<file path="src/gis_pkg.sv">
// Package of constants and carrier types for the bus interrupt status logic.
package gis_pkg;

	localparam int          DATA_W        = 32;
	localparam int          ADDR_W        = 8;

	localparam logic [7:0]  OFF_STATUS0   = 8'h00;
	localparam logic [7:0]  OFF_MASK0     = 8'h04;
	localparam logic [7:0]  OFF_STATUS1   = 8'h08;
	localparam logic [7:0]  OFF_MASK1     = 8'h0C;
	localparam logic [7:0]  OFF_CONTROL   = 8'h10;
	localparam logic [7:0]  OFF_EOS_BYTE  = 8'h14;
	localparam logic [7:0]  OFF_STATE     = 8'h18;

	localparam int          CTL_SWRST     = 0;
	localparam int          CTL_RELEASE   = 1;
	localparam int          CTL_EOS_EN    = 2;
	localparam int          CTL_NL_EN     = 3;
	localparam int          CTL_DUAL_EN   = 4;

	localparam int          ST0_MAC       = 0;
	localparam int          ST0_RLC       = 1;
	localparam int          ST0_SPAS      = 2;
	localparam int          ST0_END       = 3;

	localparam int          ST1_TRIG      = 7;
	localparam int          ST1_PASS      = 4;
	localparam logic [7:0]  HOLDOFF_BITS  = 8'hBC;

	localparam logic [7:0]  NEWLINE_CHAR  = 8'h0A;
	localparam logic [7:0]  MASK_RESET    = 8'h00;
	localparam logic [7:0]  EOS_RESET     = 8'h00;
	localparam logic [1:0]  RESP_OKAY     = 2'h0;
	localparam logic [1:0]  RESP_SLVERR   = 2'h2;

	typedef struct packed {
		logic        listener_active;
		logic        accept_data;
		logic        eoi;
		logic [7:0]  data_byte;
		logic        service_request_talk;
		logic        serial_poll_active;
		logic        affirmative_poll;
		logic        remote_state_bit;
		logic        my_talk_addr;
		logic        other_talk_addr;
		logic        my_listen_addr;
		logic        unlisten;
		logic        talker_addressed;
		logic        listener_addressed;
		logic        alternate_primary;
		logic        trigger_cmd;
	} gis_bus_type;

	typedef struct packed {
		logic        aw_ready;
		logic        b_valid;
		logic [1:0]  b_resp;
		logic        ar_ready;
		logic        r_valid;
		logic [1:0]  r_resp;
		logic [31:0] r_data;
		logic [7:0]  first_interrupt_mask;
		logic [7:0]  second_interrupt_mask;
		logic        eos_match_enable;
		logic        newline_end_enable;
		logic        dual_primary_enable;
		logic [7:0]  end_of_string_byte_reg;
		logic        holdoff;
		logic        poll_cond_q;
		logic        remote_q;
		logic        irq;
	} gis_top_type;

endpackage : gis_pkg
</file>
<file path="src/gis_flag_reg.sv">
// Sticky clear-on-read status flags with deferred setting during a read.
module gis_flag_reg
	import gis_pkg::*;
#(
	parameter int W = 8
) (
	input  wire logic         clk,
	input  wire logic         rst,
	input  wire logic [W-1:0] set_ev,
	input  wire logic         rd_clear,
	input  wire logic         sw_clear,
	output logic      [W-1:0] flags
);

	typedef struct packed {
		logic [W-1:0] flags;
		logic [W-1:0] pending;
	} gis_flag_type;

	gis_flag_type state;
	gis_flag_type next_state;

	if (W < 1 || W > 32) begin : g_bad_w
		$error("gis_flag_reg width out of range");
	end

	// An event seen in the read cycle is parked and lands one cycle later,
	// so the clear caused by that read cannot swallow it.
	always_comb begin
		next_state = state;
		if (sw_clear) begin
			// An event in the reset cycle is parked rather than dropped.
			next_state.flags   = '0;
			next_state.pending = set_ev;
		end else if (rd_clear) begin
			next_state.flags   = state.pending;
			next_state.pending = set_ev;
		end else begin
			next_state.flags   = state.flags | state.pending | set_ev;
			next_state.pending = '0;
		end
	end

	always_ff @(posedge clk or posedge rst) begin
		if (rst) begin
			state <= '0;
		end else begin
			state <= next_state;
		end
	end

	assign flags = state.flags;

endmodule : gis_flag_reg

</file>
<file path="src/gis_interrupt_status.sv">
// Top of the bus interrupt status and mask logic with its AXI4-Lite slave.
module gis_interrupt_status
	import gis_pkg::*;
#(
	parameter int AW = ADDR_W
) (
	input  wire logic              clk,
	input  wire logic              rst,
	input  wire logic [AW-1:0]     s_axi_awaddr,
	input  wire logic              s_axi_awvalid,
	output logic                   s_axi_awready,
	input  wire logic [DATA_W-1:0] s_axi_wdata,
	input  wire logic [3:0]        s_axi_wstrb,
	input  wire logic              s_axi_wvalid,
	output logic                   s_axi_wready,
	output logic [1:0]             s_axi_bresp,
	output logic                   s_axi_bvalid,
	input  wire logic              s_axi_bready,
	input  wire logic [AW-1:0]     s_axi_araddr,
	input  wire logic              s_axi_arvalid,
	output logic                   s_axi_arready,
	output logic [DATA_W-1:0]      s_axi_rdata,
	output logic [1:0]             s_axi_rresp,
	output logic                   s_axi_rvalid,
	input  wire logic              s_axi_rready,
	input  wire gis_bus_type       bus,
	input  wire logic [6:0]        second_cond,
	output logic                   irq,
	output logic                   dac_holdoff
);

	gis_top_type state;
	gis_top_type next_state;

	logic [3:0]  first_set;
	logic [7:0]  second_set;
	logic [3:0]  first_flags;
	logic [7:0]  second_flags;
	logic        wr_fire;
	logic        rd_fire;
	logic        rd_clear0;
	logic        rd_clear1;
	logic        sw_reset;
	logic        sum0;
	logic        sum1;
	logic        poll_cond;
	logic        end_match;
	logic        addr_change;
	logic [7:0]  first_read;
	logic [7:0]  wbyte;
	logic [7:0]  rbyte;
	logic        rd_ok;
	logic        wr_en;
	logic        wr_known;
	logic        wr_mask0_en;
	logic        wr_mask1_en;
	logic        ctl_write;
	logic        wr_eos_en;
	logic        wr_start;
	logic        rd_start;
	logic        b_done;
	logic        r_done;
	logic        end_event;
	logic        poll_fall;
	logic        remote_edge;
	logic        trig_event;
	logic        holdoff_set;
	logic        holdoff_release;

	// The register decode compares a full byte of address, so narrower buses cannot work.
	if (AW < 8 || AW > 32) begin : g_bad_aw
		$error("gis_interrupt_status address width out of range");
	end

	// Both channels are taken together in one cycle; awready and wready share a flop.
	assign wr_fire   = state.aw_ready && s_axi_awvalid && s_axi_wvalid;
	assign rd_fire   = state.ar_ready && s_axi_arvalid;
	assign wbyte     = s_axi_wdata[7:0];
	assign wr_en     = wr_fire && s_axi_wstrb[0];
	assign sw_reset  = ctl_write && wbyte[CTL_SWRST];
	assign rd_clear0 = rd_fire && (s_axi_araddr[7:0] == OFF_STATUS0);
	assign rd_clear1 = rd_fire && (s_axi_araddr[7:0] == OFF_STATUS1);

	// A channel is armed only while idle, so a new request cannot overtake the
	// response of the previous one.
	assign wr_start  = !state.aw_ready && !state.b_valid && s_axi_awvalid && s_axi_wvalid;
	assign rd_start  = !state.ar_ready && !state.r_valid && s_axi_arvalid;
	assign b_done    = state.b_valid && s_axi_bready;
	assign r_done    = state.r_valid && s_axi_rready;

	assign holdoff_release = sw_reset || (ctl_write && wbyte[CTL_RELEASE]);
	assign holdoff_set     = |(second_set & state.second_interrupt_mask & HOLDOFF_BITS);

	// Write decode is kept apart from the register update so that the response
	// code and the write enables always agree.
	always_comb begin
		wr_known    = 1'b1;
		wr_mask0_en = 1'b0;
		wr_mask1_en = 1'b0;
		ctl_write   = 1'b0;
		wr_eos_en   = 1'b0;
		case (s_axi_awaddr[7:0])
			OFF_MASK0: begin
				wr_mask0_en = wr_en;
			end
			OFF_MASK1: begin
				wr_mask1_en = wr_en;
			end
			OFF_CONTROL: begin
				ctl_write = wr_en;
			end
			OFF_EOS_BYTE: begin
				wr_eos_en = wr_en;
			end
			OFF_STATUS0, OFF_STATUS1, OFF_STATE: begin
				wr_known = 1'b1;
			end
			default: begin
				wr_known = 1'b0;
			end
		endcase
	end

	// End condition on an accepted byte while listener active.
	always_comb begin
		end_match = bus.eoi;
		if (state.eos_match_enable && bus.data_byte == state.end_of_string_byte_reg) begin
			end_match = 1'b1;
		end
		if (state.newline_end_enable && bus.data_byte == NEWLINE_CHAR) begin
			end_match = 1'b1;
		end
	end

	assign poll_cond = bus.service_request_talk && bus.serial_poll_active
		&& bus.affirmative_poll;

	// With pass-through enabled the device uses secondary addressing, so only
	// the unaddressing terms remain and becoming addressed is left to the
	// pass-through flag.
	always_comb begin
		addr_change = 1'b0;
		if (bus.accept_data) begin
			if (bus.my_talk_addr && !bus.talker_addressed
				&& !state.second_interrupt_mask[ST1_PASS]) begin
				addr_change = 1'b1;
			end
			if (bus.other_talk_addr && bus.talker_addressed) begin
				addr_change = 1'b1;
			end
			if (bus.my_listen_addr && !bus.listener_addressed
				&& !state.second_interrupt_mask[ST1_PASS]) begin
				addr_change = 1'b1;
			end
			if (bus.unlisten && bus.listener_addressed) begin
				addr_change = 1'b1;
			end
			if (state.dual_primary_enable && bus.alternate_primary) begin
				addr_change = 1'b0;
			end
		end
	end

	// The edge detectors reset to zero, so a remote state already high when
	// reset is released is reported as a change.
	assign end_event   = end_match && bus.listener_active && bus.accept_data;
	assign poll_fall   = state.poll_cond_q && !poll_cond;
	assign remote_edge = state.remote_q != bus.remote_state_bit;
	assign trig_event  = bus.trigger_cmd && bus.listener_addressed && bus.accept_data;

	always_comb begin
		first_set           = '0;
		first_set[ST0_END]  = end_event;
		first_set[ST0_SPAS] = poll_fall;
		first_set[ST0_RLC]  = remote_edge;
		first_set[ST0_MAC]  = addr_change;
	end

	always_comb begin
		second_set           = {1'b0, second_cond};
		second_set[ST1_TRIG] = trig_event;
	end

	gis_flag_reg #(
		.W (4)
	) u_first_flags (
		.clk      (clk),
		.rst      (rst),
		.set_ev   (first_set),
		.rd_clear (rd_clear0),
		.sw_clear (sw_reset),
		.flags    (first_flags)
	);

	gis_flag_reg #(
		.W (8)
	) u_second_flags (
		.clk      (clk),
		.rst      (rst),
		.set_ev   (second_set),
		.rd_clear (rd_clear1),
		.sw_clear (sw_reset),
		.flags    (second_flags)
	);

	// Masks act here, in holdoff_set and, via ST1_PASS, in addr_change; otherwise the flag registers record every event.
	assign sum0 = |(first_flags & state.first_interrupt_mask[3:0]);
	assign sum1 = |(second_flags & state.second_interrupt_mask);

	// Bits 5:4 carry no condition of this block and read as zero.
	assign first_read = {sum0, sum1, 2'b00, first_flags};

	// Read data mux; write-only registers answer zero.
	// It is sampled at the address handshake, the same edge that clears the
	// status register being read, so the host sees exactly the bits removed.
	always_comb begin
		rbyte = '0;
		rd_ok = 1'b1;
		case (s_axi_araddr[7:0])
			OFF_STATUS0: begin
				rbyte = first_read;
			end
			OFF_STATUS1: begin
				rbyte = second_flags;
			end
			OFF_MASK0, OFF_MASK1: begin
				rbyte = '0;
			end
			OFF_CONTROL: begin
				rbyte = '0;
				rbyte[CTL_EOS_EN]  = state.eos_match_enable;
				rbyte[CTL_NL_EN]   = state.newline_end_enable;
				rbyte[CTL_DUAL_EN] = state.dual_primary_enable;
			end
			OFF_EOS_BYTE: begin
				rbyte = state.end_of_string_byte_reg;
			end
			OFF_STATE: begin
				rbyte    = '0;
				rbyte[7] = bus.remote_state_bit;
				rbyte[0] = state.holdoff;
			end
			default: begin
				rd_ok = 1'b0;
			end
		endcase
	end

	always_comb begin
		next_state             = state;
		next_state.poll_cond_q = poll_cond;
		next_state.remote_q    = bus.remote_state_bit;

		// Write address and data channels.
		if (wr_fire) begin
			next_state.aw_ready = 1'b0;
			next_state.b_valid  = 1'b1;
			next_state.b_resp   = wr_known ? RESP_OKAY : RESP_SLVERR;
			if (wr_mask0_en) begin
				next_state.first_interrupt_mask = wbyte;
			end
			if (wr_mask1_en) begin
				next_state.second_interrupt_mask = wbyte;
			end
			if (ctl_write) begin
				next_state.eos_match_enable    = wbyte[CTL_EOS_EN];
				next_state.newline_end_enable  = wbyte[CTL_NL_EN];
				next_state.dual_primary_enable = wbyte[CTL_DUAL_EN];
			end
			if (wr_eos_en) begin
				next_state.end_of_string_byte_reg = wbyte;
			end
		end else if (wr_start) begin
			next_state.aw_ready = 1'b1;
		end
		if (b_done) begin
			next_state.b_valid = 1'b0;
		end

		// Read channels; the clear-on-read happens at the address handshake.
		if (rd_fire) begin
			next_state.ar_ready = 1'b0;
			next_state.r_valid  = 1'b1;
			next_state.r_data   = {24'h000000, rbyte};
			next_state.r_resp   = rd_ok ? RESP_OKAY : RESP_SLVERR;
		end else if (rd_start) begin
			next_state.ar_ready = 1'b1;
		end
		if (r_done) begin
			next_state.r_valid = 1'b0;
		end

		// Handshake holdoff: a new enabled command event wins over a release.
		if (holdoff_release) begin
			next_state.holdoff = 1'b0;
		end
		if (holdoff_set) begin
			next_state.holdoff = 1'b1;
		end

		// The pin is registered after the summaries; it lags the flags by one
		// cycle but cannot glitch while the flags update.
		next_state.irq = sum0 || sum1;
	end

	always_ff @(posedge clk or posedge rst) begin
		if (rst) begin
			state                        <= '0;
			state.first_interrupt_mask   <= MASK_RESET;
			state.second_interrupt_mask  <= MASK_RESET;
			state.end_of_string_byte_reg <= EOS_RESET;
		end else begin
			state <= next_state;
		end
	end

	assign s_axi_awready = state.aw_ready;
	assign s_axi_wready  = state.aw_ready;
	assign s_axi_bvalid  = state.b_valid;
	assign s_axi_bresp   = state.b_resp;
	assign s_axi_arready = state.ar_ready;
	assign s_axi_rvalid  = state.r_valid;
	assign s_axi_rresp   = state.r_resp;
	assign s_axi_rdata   = state.r_data;
	assign irq           = state.irq;
	assign dac_holdoff   = state.holdoff;

endmodule : gis_interrupt_status

</file>
<file path="config.mk">
export PLATFORM = sky130hd
export DESIGN_NAME = gis_interrupt_status
export DESIGN_NICKNAME = d
export VERILOG_FILES = /design/src/gis_pkg.sv /design/src/gis_flag_reg.sv /design/src/gis_interrupt_status.sv
export SDC_FILE = /design/constraint.sdc
export NUM_CORES = 1
export LEC_CHECK = 0
export ABC_AREA = 1
export BUFFER_PORTS_ARGS = -buffer_cell sky130_fd_sc_hd__buf_2
export CAP_MARGIN = 25
export CORE_MARGIN = 2
export CORE_UTILIZATION = 45
export CTS_CLUSTER_SIZE = 14
export DETAILED_ROUTE_END_ITERATION = 7
export PLACE_DENSITY_LB_ADDON = 0.25
export REMOVE_ABC_BUFFERS = 1
export SLEW_MARGIN = 10
export SYNTH_ARGS = -nofsm -noshare
export SYNTH_HDL_FRONTEND = slang
export SYNTH_HIERARCHICAL = 1
export SYNTH_SLANG_ARGS = --single-unit
</file>
<file path="constraint.sdc">
create_clock -name clk -period 2.7 [get_ports clk]
set_clock_uncertainty 0.05 [all_clocks]
set_input_delay 0 -clock clk [delete_from_list [all_inputs] [get_ports clk]]
set_output_delay 0 -clock clk [all_outputs]
set_load 0.02 [all_outputs]
</file>
==> metrics.yaml, run 1 <==
power_and_ir_drop:
  max-vdd-ir-drop_uv: 234
  power_density_nw_per_um2: 519
  finalPower_uw: 2320
  power.share.sequential_pct: 45.9
  power_switching_share_pct: 30.4
  p_comb_share_pct: 18.7
  power.internal_uw: 1610
  p_clk_share_pct: 35.4
  switchingPower_uw: 705
  leakage_uw: 0.00250
global_route:
  grt_pass1_wl_mm: 14.1
  grt_pass1_vias: 3009
  grt_max_degree: 28
  grt_overflow: 0
  grt_usage_pct: 20.5
  antenna_found_initial: 0
route:
  first_pass_iters: 4
  wire_per_inst_um: 12.6
  drt_iter0_drc: 120
  drc_errors: 0
  drt-total-wl_mm: 8.72
  ant_nets: 0
  num_vias: 3215
  via_per_inst: 4.64
setup_path:
  cp_slowest_cell: "dlygate4sd3_1"
  rr_endpoint: "u_first_flags/flags[0]"
  crit_family: "buffers and inverters"
  r2r-start: "state[19]"
  crit_path_max_incr_delay_ns: 0.58
  cp.required_ns: 2.94
  path_common_cell: "nand2_1"
  rr_worst_depth: 10
  crit_path_start_kind: "flop"
  crit_chain: "inv_1 > nand3_1 > nand4_1 > nand2_1 > a21oi_1 > dlygate4sd3_1 > inv_1 > nand2_1 > nand2_1 > nand2_1"
  r2r_slack_ns: 0.95
  crit_path_end_kind: "flop"
  path_buf_inv: 3
  cp.arrival_ns: 1.99
  cp_max_fo: 4
  path_class: "flop to flop"
yosys:
  syn_avg_cell_area_um2: 7.63
  ys_types: 32
  ys_seq_area_share_pct: 43.4
  syn-cell-area_um2: 3740
  synth-edff-count: 0
  synth_ff_type: "dfrtp_1"
  synth_seq_cells: 65
  synthCells: 491
  yosys_warnings: 6
  async_flop_share_pct: 100
layout:
  nets: 672
  antenna_cells: 0
  seqCellArea_um2: 1630
  num-fill-cells: 784
  drive_gt1_share_pct: 23.8
  multi_input_area_um2: 1530
  fin_cells: 693
  area_delta_synth_final_pct: 19.2
floorplan:
  core_um2: 8130
  start_util_pct: 46.0
  chipWidth_um: 95.2
  pin_count: 132
  fp.dieH_um: 95.2
  die_area_um2: 9070
  fp-row-count: 33
clock_tree:
  clockBufferDepth: 2
  cts_tree: "built"
  ctsResizeCount: 0
  htreeDepth: 3
  clk_pin_slew_ns: 0.07
  cts.sinks: 65
  clock-root-buffer: "clkbuf_8"
  insertion_delay_ns: 0.34
  cts-buffers-inserted: 9
timing:
  fmax_ghz: 0.571
  final.setup.worst_slack_ns: 0.950
  worst_hold_slack_ns: 0.00971
  finalSetupTns_ns: 0
  period_share_pct: 64.8
  rsz0062_at_grt: "no"
  slew_viol_final: 0
  hold_viol: 0
  finalSetupViolations: 0
  slew_headroom_pct: 57.5
  worst_pin_slew_ns: 0.637
  fin_crit_ns: 1.75
place:
  dp_worst_setup_slack_ns: 1.02
  place_inst: 647
  hpwl_mm: 6.60
  portBuffers: 78
  gp_congestion: 0.922
worst_hold_path:
  hold_end: "s_axi_bresp[1]"
  min_path_type: "primary input to flop"
  hold_path_depth: 4
  hp-start: "s_axi_wvalid"
run_status:
  status: "complete, no violations"
run:
  drv_cap: 0
==> placed cells by master, fill, tap and decap left out, drive strengths merged <==
master	instances
a31oi	1
nor2	43
clkinv	2
nand3	31
o211ai	1
dlygate4sd3	30
a21oi	3
inv	71
nand2	167
nand3b	1
buf	80
clkinvlp	1
nor3	5
nor3b	1
or2	2
o31ai	1
dfrtp	65
o21ai	33
a22o	2
nand4	6
clkbuf	13
xor2	3
conb	26
==> cell type report <==
class                   count  area share [%]
repair buffers            110            15.8
clock buffers              13            4.01
well taps                 105            2.94
inverters                  71            5.97
flip-flops and latches     65            36.4
clock inverters             3           0.477
multi-input cells         326            34.3
==> worst max path at each step <==
stage / start / endpoint / slack [ns] / cells past startpoint
after floorplan: s_axi_awready / u_second_flags/flags[5] / 0.75 / 7
final: state[19] / u_first_flags/flags[0] / 0.95 / 10
after CTS: state[19] / u_first_flags/flags[0] / 0.94 / 10
after global placement: s_axi_arready / u_second_flags/flags[7] / 1.05 / 5
after global routing: state[19] / u_first_flags/flags[0] / 0.80 / 10
after detailed placement: s_axi_arready / u_second_flags/flags[2] / 1.02 / 5
==> cells by family after synthesis <==
kind of cell | share of synthesized area [%]
other | 0.100
XOR/XNOR | 0.702
AND/OR/NAND/NOR | 30.2
flip-flops | 43.4
AO/OA/AOI/OAI | 7.45
buffers and inverters | 18.1
==> repair_timing <==
| item | in CTS | in global routing |
|---|---|---|
| endpoints found under the setup margin | 0 | 0 |
| endpoints found under the hold margin | 85 | 0 |
| hold buffers | 30 | 0 |
| buffers inserted | 0 | 0 |
==> power groups by stage <==
stage	Sequential (uW)	Combinational [uW]	Clock [uW]
after floorplan	1140	177	0
after global placement	1080	387	0
after detailed placement	1080	394	0
after CTS	1060	434	835
after global routing	1070	482	880
final	1060	433	821
==> registers in the layout, summed over array words and instances (netlist names) <==
signal and count:
s_axi_awready 1, s_axi_rvalid 1, u_first_flags/flags 4, dac_holdoff 1, s_axi_bresp 1, s_axi_rdata 8
u_second_flags/state 8, s_axi_rresp 1, state 25, u_first_flags/state 4, s_axi_bvalid 1, irq 1
u_second_flags/flags 8, s_axi_arready 1
==> cell usage after synthesis, drive strengths merged (2+ instances only) <==
cell type | count | area share (%)
or2 | 2 | 0.33
nand3 | 31 | 4.4
a22o | 2 | 0.47
xor2 | 3 | 0.70
a21oi | 3 | 0.40
o21ai | 33 | 6.0
nor2 | 43 | 5.9
nor3 | 5 | 0.80
dfrtp | 65 | 43
inv | 70 | 7.0
nand4 | 6 | 1.0
nand2 | 167 | 17
buf | 53 | 11
==> stage by stage <==
| step | cell area [um2] | utilization [%] |
|---|---|---|
| 2_1_floorplan | 3430 | - |
| 3_3_place_gp | 3960 | 48.7 |
| 3_5_place_dp | 3960 | 48.7 |
| 4_1_cts | 4460 | 54.9 |
| 5_1_grt | 4460 | 54.9 |
| 6_report | 4460 | 54.9 |
==> worst min-delay path: stages <==
cell and delay [ns]:
buf_2 0.11, nand3_2 0.13, nand2_1 0.06, o21ai_0 0.06
==> metal layers <==
layer	global-route usage [%]	share of wire [%]	wire length (um)	up-vias
li1	-	-	-	1615
met1	27.9	46	4030	1473
met2	33.8	46	4040	116
met3	3.08	6.0	524	11
met4	6.16	1.4	118	0
met5	0	0	0	-
Power figures use the tool's default switching activity.
==> inputs of run 2 (changes only) <==
==> constraint.sdc (replaced) <==
create_clock -name clk -period 1.6 [get_ports clk]
set_clock_uncertainty 0.05 [all_clocks]
set_input_delay 0 -clock clk [delete_from_list [all_inputs] [get_ports clk]]
set_output_delay 0 -clock clk [all_outputs]
set_load 0.02 [all_outputs]
==> metrics.yaml, run 2 (synthesized netlist as in run 1, its figures left out) <==
timing:
  fmax_ghz: 0.672
  worst_pin_slew_ns: 0.593
  rsz0062_at_grt: "no"
  fin_crit_ns: 1.49
  period_share_pct: 93.0
  finalSetupViolations: 0
  hold_viol: 0
  slew_headroom_pct: 60.4
  slew_viol_final: 0
power_and_ir_drop:
  finalPower_uw: 3730
  max-vdd-ir-drop_uv: 454
  power_density_nw_per_um2: 828
  leakage_uw: 0.00251
floorplan:
  fp-row-count: 33
  die_area_um2: 9070
  pin_count: 132
  chipWidth_um: 95.2
  fp.dieH_um: 95.2
  core_um2: 8130
  start_util_pct: 46.0
setup_path:
  path_class: "flop to flop"
  crit_path_start_kind: "flop"
  crit_path_max_incr_delay_ns: 0.42
  cp_slowest_cell: "dfrtp_1"
  cp.required_ns: 1.79
  path_common_cell: "nand2_1"
  cp_max_fo: 8
  crit_path_end_kind: "flop"
  crit_chain: "nand3_4 > nor2_8 > nand2_1 > nor2_2 > buf_4 > clkinvlp_4 > nand2_1 > nand2_2"
  cp.arrival_ns: 1.68
clock_tree:
  cts-buffers-inserted: 9
  cts.sinks: 65
  clock-root-buffer: "clkbuf_8"
  htreeDepth: 3
  insertion_delay_ns: 0.35
  postCtsSetupRepairBufs: 0
  clk_pin_slew_ns: 0.07
  clockBufferDepth: 2
  cts_tree: "built"
global_route:
  grt_usage_pct: 20.3
  grt_max_degree: 42
  grt_pass1_vias: 3005
  grt_pass1_wl_mm: 13.8
  grt_overflow: 0
  antenna_found_initial: 0
layout:
  nets: 679
  final_area_um2: 4510
  area_delta_synth_final_pct: 20.4
  largest_register_ffs: 25
  antenna_cells: 0
  layout_commonest_cell: "nand2_1"
  drive_gt1_share_pct: 24.2
  layout_common_cells: "nand2_1, buf_2, dfrtp_1"
  largest-register: "state"
place:
  portBuffers: 78
  hpwl_mm: 6.59
  gp_congestion: 0.854
  placed_area_um2: 4010
route:
  wire_per_inst_um: 12.3
  ant_nets: 0
  drc_errors: 0
  drt-total-wl_mm: 8.61
  via_per_inst: 4.58
  num_vias: 3200
  first_pass_iters: 4
  drt_iter0_drc: 137
run:
  drv_cap: 0
worst_hold_path:
  min_path_type: "primary input to flop"
run_status:
  status: "complete, no violations"
run 2: path summary, 6_finish.rpt:
path / start / depth (start not counted) / end / slack (ns)
setup / recovery: s_axi_awready / 8 / u_second_flags/flags[6] / 0.11
hold / removal: s_axi_awaddr[0] / 5 / s_axi_bresp[1] / 0.03
setup reg to reg: s_axi_awready / 8 / u_second_flags/flags[6] / 0.11
hold reg to reg: u_second_flags/state[1] / 2 / u_second_flags/flags[1] / 0.40
max in group asynchronous: rst / 4 / state[4] / 0.83
min in group asynchronous: rst / 3 / u_first_flags/state[2] / 0.11
run 2: layout make-up:
| type | instances | area, um2 |
|---|---|---|
| multi-input combinational | 326 | 1540 |
| tap | 105 | 131 |
| sequential | 65 | 1630 |
| inverter | 71 | 270 |
| clock inverter | 3 | 17.5 |
| timing repair buffer | 117 | 776 |
| fill | 812 | 3620 |
| clock buffer | 12 | 145 |
run 2: power by group:
group          internal, uW  total, uW  switching [uW]
Clock                   591       1180             594
Sequential             1730       1800            69.1
Combinational           269        746             477
Total                  2590       3730            1140
run 2: what timing repair did:
action	CTS	global route
hold buffers	32	0
setup endpoints to repair	0	1
resized for setup	0	3
endpoints found under the hold margin	115	0
run 2: worst max-delay path: cells and delay by family, from the launching register on:
kind	cells	cell delay, ns
simple gates	6	0.57
buf+inv	2	0.35
flops	1	0.42
run 2: metrics by stage:
| stage | TNS, ns | util [%] | worst slack, ns | instances | hold slack (ns) |
|---|---|---|---|---|---|
| 6_report | 0 | 55.4 | 0.112 | 699 | 0.0291 |
| 5_1_grt | 0 | 55.4 | 0.00297 | 699 | 0.0370 |
| 3_5_place_dp | 0 | 49.3 | 0.130 | 652 | -0.0617 |
| 4_1_cts | 0 | 55.3 | 0.130 | 699 | 0.00866 |
| 2_1_floorplan | -5.80 | - | -0.348 | 462 | -0.234 |
| 3_3_place_gp | 0 | 49.3 | 0.168 | 652 | -0.0762 |
run 2: routing by layer:
metal	GRT usage (%)	part of all wire [%]	wire, um	up-vias
li1	-	-	-	1630
met1	26.6	46	3980	1451
met2	33.2	45	3910	106
met3	4.11	6.6	568	13
met4	7.73	1.7	144	0
met5	0	0	0	-
